===== config.mk =====
export PLATFORM = sky130hd
export DESIGN_NAME = srdc_top
export DESIGN_NICKNAME = d
export VERILOG_FILES = /design/src/core/srdc_pkg.sv /design/src/core/srdc_pin_sync.sv /design/src/core/srdc_phase_avg.sv /design/src/core/srdc_top.sv
export VERILOG_INCLUDE_DIRS = /design/src /design/src/core
export SDC_FILE = /design/constraint.sdc
export NUM_CORES = 1
export LEC_CHECK = 0
export ABC_AREA = 1
export BUFFER_PORTS_ARGS = -buffer_cell sky130_fd_sc_hd__buf_2
export CAP_MARGIN = 20
export CORE_MARGIN = 3
export CORE_UTILIZATION = 35
export CTS_BUF_LIST = sky130_fd_sc_hd__clkbuf_16
export DETAILED_ROUTE_END_ITERATION = 10
export GPL_ROUTABILITY_DRIVEN = 0
export GPL_TIMING_DRIVEN = 0
export PLACE_DENSITY = 0.62
export SLEW_MARGIN = 40
export SYNTH_ARGS = -nofsm -noshare
export SYNTH_HDL_FRONTEND = slang
export SYNTH_HIERARCHICAL = 1
export SYNTH_SLANG_ARGS = --single-unit

===== constraint.sdc =====
create_clock -name core_clk -period 11.2 [get_ports core_clk]
set_clock_uncertainty 0.2 [all_clocks]
set_input_delay 0 -clock core_clk [delete_from_list [all_inputs] [get_ports core_clk]]
set_output_delay 0 -clock core_clk [all_outputs]
set_load 0.005 [all_outputs]

===== src/core/srdc_regs.svh =====
`ifndef SRDC_REGS_SVH
`define SRDC_REGS_SVH

`define SRDC_ADDR_ENABLE   10'h2b0
`define SRDC_ADDR_CONFIG   10'h2b1
`define SRDC_ADDR_RESULT   10'h2b2
`define SRDC_ADDR_IRQ_STAT 10'h2b8
`define SRDC_ADDR_IRQ_CLR  10'h2b9
`define SRDC_ADDR_IRQ_EN   10'h2ba

`define SRDC_ENABLE_RST    8'h00
`define SRDC_CONFIG_RST    8'h05
`define SRDC_EN_BIT        0
`define SRDC_AVG_MSB       3
`define SRDC_AVG_LSB       2
`define SRDC_DUR_MSB       1
`define SRDC_DUR_LSB       0
`define SRDC_DONE_BIT      17
`define SRDC_INV_BIT       16
`define SRDC_IRQ_DONE_BIT  0
`define SRDC_IRQ_FAIL_BIT  1

`define SRDC_PERIOD_LIM0   128
`define SRDC_PERIOD_LIM1   1664
`define SRDC_PERIOD_LIM2   7808
`define SRDC_PERIOD_LIM3   32384
`define SRDC_CAL_BASE      384
`define SRDC_CAL_STEPS     19
`define SRDC_CAL_EXP_OFS   2
`define SRDC_WIN_BASE      4
`define SRDC_AVG_BASE_LOG2 2

`endif


===== src/core/srdc_pkg.sv =====
package srdc_pkg;
   typedef enum logic [4:0] {
      srdc_idle = 5'h01,
      srdc_seek = 5'h02,
      srdc_run  = 5'h04,
      srdc_done = 5'h08,
      srdc_fail = 5'h10
   } srdc_state_e;
endpackage


===== src/core/srdc_pin_sync.sv =====
`timescale 1ns/10ps
module srdc_pin_sync (
   input  wire logic core_clk,   // sample clock
   input  wire logic rst_n,      // synced reset, low active
   input  wire logic ce,         // clock enable
   input  wire logic pin,        // asynchronous pin
   output logic      level       // filtered level
);
   logic s1_reg;
   logic s2_reg;
   logic s3_reg;

   // level moves only once the two later stages agree
   always_ff @(posedge core_clk or negedge rst_n) begin
      if (!rst_n) begin
         s1_reg <= 1'b0;
         s2_reg <= 1'b0;
         s3_reg <= 1'b0;
         level  <= 1'b0;
      end else if (ce) begin
         s1_reg <= pin;
         s2_reg <= s1_reg;
         s3_reg <= s2_reg;
         if (s2_reg == s3_reg) begin
            level <= s2_reg;
         end
      end
   end
endmodule


===== src/core/srdc_phase_avg.sv =====
`timescale 1ns/10ps
module srdc_phase_avg #(
   parameter int unsigned PW = 9,   // phase width
   parameter int unsigned NW = 9    // sample count width
) (
   input  wire logic          core_clk,   // sample clock
   input  wire logic          rst_n,      // synced reset, low active
   input  wire logic          ce,         // clock enable
   input  wire logic          clear,      // restart averaging
   input  wire logic          sample,     // take phase this cycle
   input  wire logic [PW-1:0] phase,      // phase sample
   input  wire logic [3:0]    shift,      // log2 of sample count
   output logic      [NW-1:0] count,      // samples taken
   output logic      [PW-1:0] average     // accumulated sum scaled down
);
   localparam int unsigned AW = PW + NW;

   if (PW < 2 || NW < 2) begin : g_chk
      $error("srdc_phase_avg: widths too small");
   end

   logic [AW-1:0] acc_reg;
   wire  [AW-1:0] acc_shifted = acc_reg >> shift;

   assign average = acc_shifted[PW-1:0];

   always_ff @(posedge core_clk or negedge rst_n) begin
      if (!rst_n) begin
         acc_reg <= '0;
         count   <= '0;
      end else if (ce) begin
         if (clear) begin
            acc_reg <= '0;
            count   <= '0;
         end else if (sample) begin
            acc_reg <= acc_reg + AW'(phase);
            count   <= count + NW'(1);
         end
      end
   end
endmodule


===== src/core/srdc_top.sv =====
// Implementation choice: the address-and-strobe port.
`timescale 1ns/10ps
`include "srdc_regs.svh"
module srdc_top
   import srdc_pkg::*;
#(
   parameter int unsigned CAL_UNIT    = `SRDC_CAL_BASE * `SRDC_CAL_STEPS,
   parameter int unsigned PERIOD_LIM0 = `SRDC_PERIOD_LIM0,
   parameter int unsigned PERIOD_LIM1 = `SRDC_PERIOD_LIM1,
   parameter int unsigned PERIOD_LIM2 = `SRDC_PERIOD_LIM2,
   parameter int unsigned PERIOD_LIM3 = `SRDC_PERIOD_LIM3
) (
   input  wire logic        core_clk,       // sample clock, 40 MHz
   input  wire logic        resetn,         // async reset, low active
   input  wire logic        ce,             // clock enable, freezes state
   input  wire logic [9:0]  addr,           // register address
   input  wire logic [7:0]  wr_data,        // write data
   input  wire logic        wr_strobe,      // write strobe
   input  wire logic        rd_strobe,      // read strobe
   output logic      [23:0] rd_data,        // read data, cycle after strobe
   input  wire logic [16:0] manual_delay,   // manual timing-adjust value
   input  wire logic        sysref_pin,     // incoming sysref
   output logic      [16:0] delay_ctrl,     // sample-clock delay control
   output logic             cal_irq         // level interrupt
);
   if (CAL_UNIT < 1 || CAL_UNIT > 32'h0000ffff || PERIOD_LIM3 > 32'h0000fffe ||
       PERIOD_LIM0 < 1) begin : g_chk
      $error("srdc_top: unsupported timing parameters");
   end

   logic [1:0]  rst_sync_reg;
   wire         rst_n = rst_sync_reg[1];

   always_ff @(posedge core_clk or negedge resetn) begin
      if (!resetn) begin
         rst_sync_reg <= 2'h0;
      end else begin
         rst_sync_reg <= {rst_sync_reg[0], 1'b1};
      end
   end

   logic [7:0]  en_reg;
   logic [7:0]  cfg_reg;
   logic [1:0]  irq_stat_reg;
   logic [1:0]  irq_en_reg;
   srdc_state_e state_reg;
   srdc_state_e state_next;
   logic [15:0] period_cnt_reg;
   logic [31:0] wd_cnt_reg;
   logic [7:0]  win_cnt_reg;
   logic        win_half_reg;
   logic [7:0]  last_period_reg;
   logic [16:0] result_reg;
   logic        sysref_prev_reg;
   logic        sysref_lvl;
   logic [8:0]  samp_cnt;
   logic [8:0]  avg_phase;

   // register decode
   wire       wr_en    = wr_strobe && addr == `SRDC_ADDR_ENABLE;
   wire       wr_cfg   = wr_strobe && addr == `SRDC_ADDR_CONFIG;
   wire       wr_clr   = wr_strobe && addr == `SRDC_ADDR_IRQ_CLR;
   wire       wr_ien   = wr_strobe && addr == `SRDC_ADDR_IRQ_EN;
   wire [7:0] en_next  = wr_en ? wr_data : en_reg;
   wire [7:0] cfg_next = wr_cfg ? wr_data : cfg_reg;
   wire       start    = wr_en && wr_data[`SRDC_EN_BIT] && !en_reg[`SRDC_EN_BIT];
   wire       abort    = !en_next[`SRDC_EN_BIT];
   wire       enabled  = en_reg[`SRDC_EN_BIT];

   wire [1:0] avg_code = cfg_reg[`SRDC_AVG_MSB:`SRDC_AVG_LSB];
   wire [1:0] dur_code = cfg_reg[`SRDC_DUR_MSB:`SRDC_DUR_LSB];

   // accumulation window of 4^(dur+1) cycles
   wire [8:0] win_len  = 9'(`SRDC_WIN_BASE) << {dur_code, 1'b0};
   wire [8:0] win_lm1  = win_len - 9'h001;
   wire [7:0] win_mask = win_lm1[7:0];
   wire       win_wrap = win_cnt_reg == win_mask;

   // averages 4^(avg+1)
   wire [3:0] avg_shift = 4'({avg_code, 1'b0}) + 4'(`SRDC_AVG_BASE_LOG2);
   wire [8:0] avg_target = 9'h001 << avg_shift;

   wire [15:0] period_lim = (dur_code == 2'h0) ? 16'(PERIOD_LIM0) :
                            (dur_code == 2'h1) ? 16'(PERIOD_LIM1) :
                            (dur_code == 2'h2) ? 16'(PERIOD_LIM2) :
                                                 16'(PERIOD_LIM3);
   wire        period_over = period_cnt_reg > period_lim;

   // watchdog limit grows with both codes, so a slow but legal run is not taken for a hang
   wire [3:0]  wd_exp   = 4'(avg_code) + 4'(dur_code) + 4'(`SRDC_CAL_EXP_OFS);
   wire [31:0] wd_limit = 32'(CAL_UNIT) << {wd_exp, 1'b0};
   wire        wd_over  = wd_cnt_reg >= wd_limit;

   wire sysref_rise = sysref_lvl && !sysref_prev_reg;
   wire busy        = state_reg == srdc_seek || state_reg == srdc_run;
   wire take_sample = state_reg == srdc_run && sysref_rise;
   wire samples_met = samp_cnt == avg_target;

   srdc_pin_sync u_sync (
      .core_clk (core_clk),
      .rst_n    (rst_n),
      .ce       (ce),
      .pin      (sysref_pin),
      .level    (sysref_lvl)
   );

   // phase of each sysref edge inside a double window
   srdc_phase_avg #(
      .PW (9),
      .NW (9)
   ) u_avg (
      .core_clk (core_clk),
      .rst_n    (rst_n),
      .ce       (ce),
      .clear    (start),
      .sample   (take_sample),
      .phase    ({win_half_reg, win_cnt_reg}),
      .shift    (avg_shift),
      .count    (samp_cnt),
      .average  (avg_phase)
   );

   // sequence; disable wins over everything
   srdc_state_e fsm_next;
   always_comb begin
      fsm_next = state_reg;
      unique case (state_reg)
         srdc_idle: begin
            if (start) begin
               fsm_next = srdc_seek;
            end
         end
         srdc_seek: begin
            if (period_over || wd_over) begin
               fsm_next = srdc_fail;
            end else if (sysref_rise) begin
               fsm_next = srdc_run;
            end
         end
         srdc_run: begin
            if (samples_met) begin
               fsm_next = srdc_done;
            end else if (period_over || wd_over) begin
               fsm_next = srdc_fail;
            end
         end
         srdc_done: fsm_next = srdc_done;
         srdc_fail: fsm_next = srdc_fail;
         default:   fsm_next = srdc_idle;
      endcase
   end
   assign state_next = abort ? srdc_idle : fsm_next;

   // set wins over a clear in the same cycle, so no event is lost
   wire        done_evt     = state_reg == srdc_run && state_next == srdc_done;
   wire        fail_evt     = state_next == srdc_fail && state_reg != srdc_fail;
   wire [1:0]  irq_evt      = {fail_evt, done_evt};
   wire [1:0]  irq_clr      = wr_clr ? wr_data[1:0] : 2'h0;
   wire [1:0]  irq_en_next  = wr_ien ? wr_data[1:0] : irq_en_reg;
   wire [1:0]  irq_stat_nxt = (irq_stat_reg & ~irq_clr) | irq_evt;
   wire        irq_next     = |(irq_stat_nxt & irq_en_next);

   // inversion from window half, coarse from last period, fine from phase
   wire [16:0] result_next  = done_evt ? {avg_phase[8], last_period_reg, avg_phase[7:0]}
                                       : result_reg;
   wire [16:0] delay_next   = enabled ? result_reg : manual_delay;
   wire        done_flag    = enabled && state_reg == srdc_done;
   wire [23:0] result_word  = {6'h00, done_flag, result_reg};

   wire [23:0] rd_mux = (addr == `SRDC_ADDR_ENABLE)   ? {16'h0000, en_reg} :
                        (addr == `SRDC_ADDR_CONFIG)   ? {16'h0000, cfg_reg} :
                        (addr == `SRDC_ADDR_RESULT)   ? result_word :
                        (addr == `SRDC_ADDR_IRQ_STAT) ? {22'h000000, irq_stat_reg} :
                        (addr == `SRDC_ADDR_IRQ_EN)   ? {22'h000000, irq_en_reg} :
                                                        24'h000000;
   wire [23:0] rd_next = rd_strobe ? rd_mux : 24'h000000;

   // saturates so a missing sysref cannot wrap back under the limit
   wire [15:0] period_inc = (&period_cnt_reg) ? period_cnt_reg : period_cnt_reg + 16'h0001;
   wire [15:0] period_next = (start || sysref_rise) ? 16'h0000 :
                             busy ? period_inc : period_cnt_reg;
   wire [31:0] wd_next = start ? 32'h00000000 :
                         busy ? wd_cnt_reg + 32'h00000001 : wd_cnt_reg;

   always_ff @(posedge core_clk or negedge rst_n) begin
      if (!rst_n) begin
         en_reg       <= `SRDC_ENABLE_RST;
         cfg_reg      <= `SRDC_CONFIG_RST;
         irq_stat_reg <= 2'h0;
         irq_en_reg   <= 2'h0;
         cal_irq      <= 1'b0;
         rd_data      <= 24'h000000;
      end else if (ce) begin
         en_reg       <= en_next;
         cfg_reg      <= cfg_next;
         irq_stat_reg <= irq_stat_nxt;
         irq_en_reg   <= irq_en_next;
         cal_irq      <= irq_next;
         rd_data      <= rd_next;
      end
   end

   always_ff @(posedge core_clk or negedge rst_n) begin
      if (!rst_n) begin
         state_reg       <= srdc_idle;
         period_cnt_reg  <= 16'h0000;
         wd_cnt_reg      <= 32'h00000000;
         sysref_prev_reg <= 1'b0;
         result_reg      <= 17'h00000;
         delay_ctrl      <= 17'h00000;
      end else if (ce) begin
         state_reg       <= state_next;
         period_cnt_reg  <= period_next;
         wd_cnt_reg      <= wd_next;
         sysref_prev_reg <= sysref_lvl;
         result_reg      <= result_next;
         delay_ctrl      <= delay_next;
      end
   end

   always_ff @(posedge core_clk or negedge rst_n) begin
      if (!rst_n) begin
         win_cnt_reg     <= 8'h00;
         win_half_reg    <= 1'b0;
         last_period_reg <= 8'h00;
      end else if (ce) begin
         if (start) begin
            win_cnt_reg  <= 8'h00;
            win_half_reg <= 1'b0;
         end else begin
            win_cnt_reg  <= (win_cnt_reg + 8'h01) & win_mask;
            win_half_reg <= win_half_reg ^ win_wrap;
         end
         if (take_sample) begin
            last_period_reg <= period_cnt_reg[7:0];
         end
      end
   end
endmodule


==> results.yml <==
global_routing:
  globalRouteMet3Util: 0.02356
  grt_pass1_wl_mm: 55.53
  grt_max_degree: 42
  grtUsageMet1: 0.2684
  grt.total_usage: 0.1897
  grt_antenna_before_repair: 0
  grt-busiest-layer: "met2"
  grt_pass1_vias: 10897
  use_met2: 0.3067
  grt_overflow: 0
sta:
  fmax_mhz: 259.4
  setup_viol: 0
  worst_slew_pin_slew_ns: 0.6408
  rsz0062_at_grt: "no"
  maxSlewViolCount: 0
  max_slew_margin: 0.5712
  fin_crit_sh: 0.3441
  min_period_ns: 3.854
  hold_violations: 3
  fin_setup_tns_ns: 0
  holdWs_ns: -0.001079
floorplanning:
  start_util: 0.3607
  coreArea_um2: 32120
  die_h_um: 188.0
  dieWidth_um: 188.0
  io_pins: 83
  die_area_um2: 35330
  rows: 65
setup_path:
  crit_arrival_ns: 3.98
  worstSetupStartpointType: "flip-flop"
  cp_cell_sequence: "inv_1 -> ha_1 -> inv_1 -> nand2_1 -> nor2_1 -> inv_1 -> nand2_1 -> nor2_1 -> inv_1 -> nand3_1 -> ha_1 -> nand2_1 -> inv_1 -> nand2_1 -> nand2_1 -> nand2_1 -> nand2_1 -> a21oi_1 -> nand3_1 -> nand4_1 -> nand2_1 -> nand2_1 -> nand2_1"
  max_stage_delay_ns: 0.46
  crit_type: "reg -> reg"
  end_kind: "flip-flop"
  cp_common_cell: "nand2_1"
  cp.required_ns: 11.33
  critPathSlowestCell: "dfrtp_1"
  crit_fanout: 8
clocking:
  cts.htree.levels: 4
  clock-sinks: 177
  ctsLongestPathBuffers: 2
  clkTransAtPathRegs_ns: 0.07
  hold_buffers: 44
  cts_tree: "yes"
  cts_setup_buffers: 0
  cts_buffers: 17
  post_cts_resized: 0
  root_buffer: "clkbuf_16"
  clkLatencyLatePin_ns: 0.44
power:
  p_total_uw: 1562
  powerDensity_nw_per_um2: 114.5
  seqPwrFrac: 0.458
  p_int_uw: 1080
  combPwrFrac: 0.170
  leakagePower_uw: 0.006964
  p_clk_frac: 0.372
  power_switching_share: 0.3087
  ir_worst_vdd_mv: 0.1073
  power_switching_uw: 482.3
logic_synthesis:
  syn_avg_cell_area_um2: 7.065
  synthArstFlopShare: 1.000
  ys_ff_latch: 177
  yosysUniqueCellTypes: 56
  synth_edf_count: 0
  synthCells: 1640
  ys_seq_area_frac: 0.3826
  synthFlopType: "dfrtp_1"
  yosys_warnings: 6
  syn-cell-area_um2: 11590
route:
  via_per_inst: 4.988
  drt-initial-drc-count: 821
  wl_mm: 32.95
  wl_per_cell_um: 14.69
  drtPass1Iterations: 5
  drcViolationCount: 0
  ant_nets: 0
  vias: 11188
run_status:
  violations: "hold timing"
  status: "finished, violations left"
placement:
  place.detailed.hpwl_mm: 25.06
  place_inst: 2167
  io_buffers: 76
flow_run:
  max-cap-violations: 0
finish:
  nets: 1891
  largest_reg_flops: 32
  seq_area_um2: 4437
  area_growth_pct: 17.75
  stdcell_count: 2243
  fill_cells: 3292
  diodes: 0
  drive_gt1_frac: 0.1062
  multi_input_area_um2: 6118
hold_path:
  hold_path_class: "reg -> async"
==> metal layers <==
layer	vias to the layer above	share of wire
met5	-	0
met2	253	0.46
met4	0	0.019
met3	37	0.038
met1	5296	0.48
li1	5602	-
==> critical path: cells and delay by family, from the launching register on <==
family | cells | cell delay [ns]
DFF | 1 | 0.46
AOI/OAI and AO/OA | 1 | 0.21
adders and majority gates | 2 | 0.59
buffers and inverters | 5 | 0.73
and+or+nand+nor | 15 | 1.54
==> stage by stage <==
step | area [um2] | setup WS (ns) | util
detailed placement | 12660 | 7.375 | 0.3940
global route | 13640 | 6.988 | 0.4247
CTS | 13640 | 7.361 | 0.4247
floorplan | 11630 | 5.708 | -
global placement | 12550 | 3.308 | 0.3908
finish | 13640 | 7.346 | 0.4247
==> path summary, 6_finish.rpt <==
path                                            from                           to  slack [ns]  depth (start not counted)
max                           cfg_reg[3]$_DFFE_PN0P_  irq_stat_reg[1]$_DFFE_PN0P_        7.35                         23
min                        rst_sync_reg[1]$_DFF_PN0_   result_reg[16]$_DFFE_PN0P_      -0.001                          0
max reg2reg                   cfg_reg[3]$_DFFE_PN0P_  irq_stat_reg[1]$_DFFE_PN0P_        7.35                         23
min reg2reg                rst_sync_reg[1]$_DFF_PN0_   result_reg[16]$_DFFE_PN0P_      -0.001                          0
max in group asynchronous  rst_sync_reg[1]$_DFF_PN0_       cfg_reg[2]$_DFFE_PN1P_        9.98                          2
min in group core_clk                        addr[9]       cfg_reg[1]$_DFFE_PN0P_        0.03                          6
==> layout by cell type (no fill, tap or decap), drive strengths merged, types with 2 or more instances in the layout <==
cell         Yosys  final
nor4             8      8
xor2            25     25
o31ai            2      2
clkinvlp         0      4
conb             2     13
nand4           24     24
o21bai           2      2
a21oi           58     58
nand3          144    144
nor3            33     33
buf             31    112
inv            204    210
a21o             3      3
o211ai           3      3
nand2          495    495
a22oi            3      3
dfrtp          174    174
xnor2            2      2
a31oi            3      3
ha              54     54
clkbuf          20     37
and2             8      8
o22ai           13     13
dfstp            3      3
o21ai          157    157
dlygate4sd3      0     44
nor2           154    154
or2              4      4
clkinv           2      6
==> layout make-up <==
class,instances,share of cell area
clock buffer,17,0.03118
timing repair buffer,125,0.06749
tap,435,0.03989
multi-input combinational,1217,0.4484
sequential,177,0.3252
buffer,51,0.02247
inverter,206,0.05667
clock inverter,15,0.008712
==> power groups by stage <==
stage	clock network (uW)	logic (uW)	registers [uW]
after CTS	593	268	715
after global placement	0	233	738
final	581	266	715
after detailed placement	0	256	727
after floorplan	0	172	722
after global routing	615	312	720
==> logic make-up after synthesis <==
| group | after synthesis | share of synthesized area |
|---|---|---|
| compound gates | 249 | 0.1154 |
| xor+xnor | 27 | 0.02041 |
| fa+ha+maj | 55 | 0.06004 |
| buf+inv | 257 | 0.09319 |
| flops | 177 | 0.3826 |
| other cells | 2 | 0.0006481 |
| simple gates | 873 | 0.3277 |
==> synth_stat cells, types with 8 or more instances <==
library cell,number,share of area
buf_2,11,0.0048
clkbuf_1,20,0.0065
nand3_1,139,0.060
dfrtp_1,174,0.38
o21ai_1,13,0.0056
nand2_1,483,0.16
nand2_2,8,0.0043
a21oi_1,58,0.025
ha_1,54,0.058
inv_2,8,0.0026
o21ai_0,139,0.060
o22ai_1,13,0.0070
nand4_1,21,0.011
xor2_1,25,0.019
nor3_1,31,0.013
buf_4,10,0.0065
inv_1,196,0.063
nor2_1,146,0.047
No activity file was read; power rests on OpenSTA's default activity.
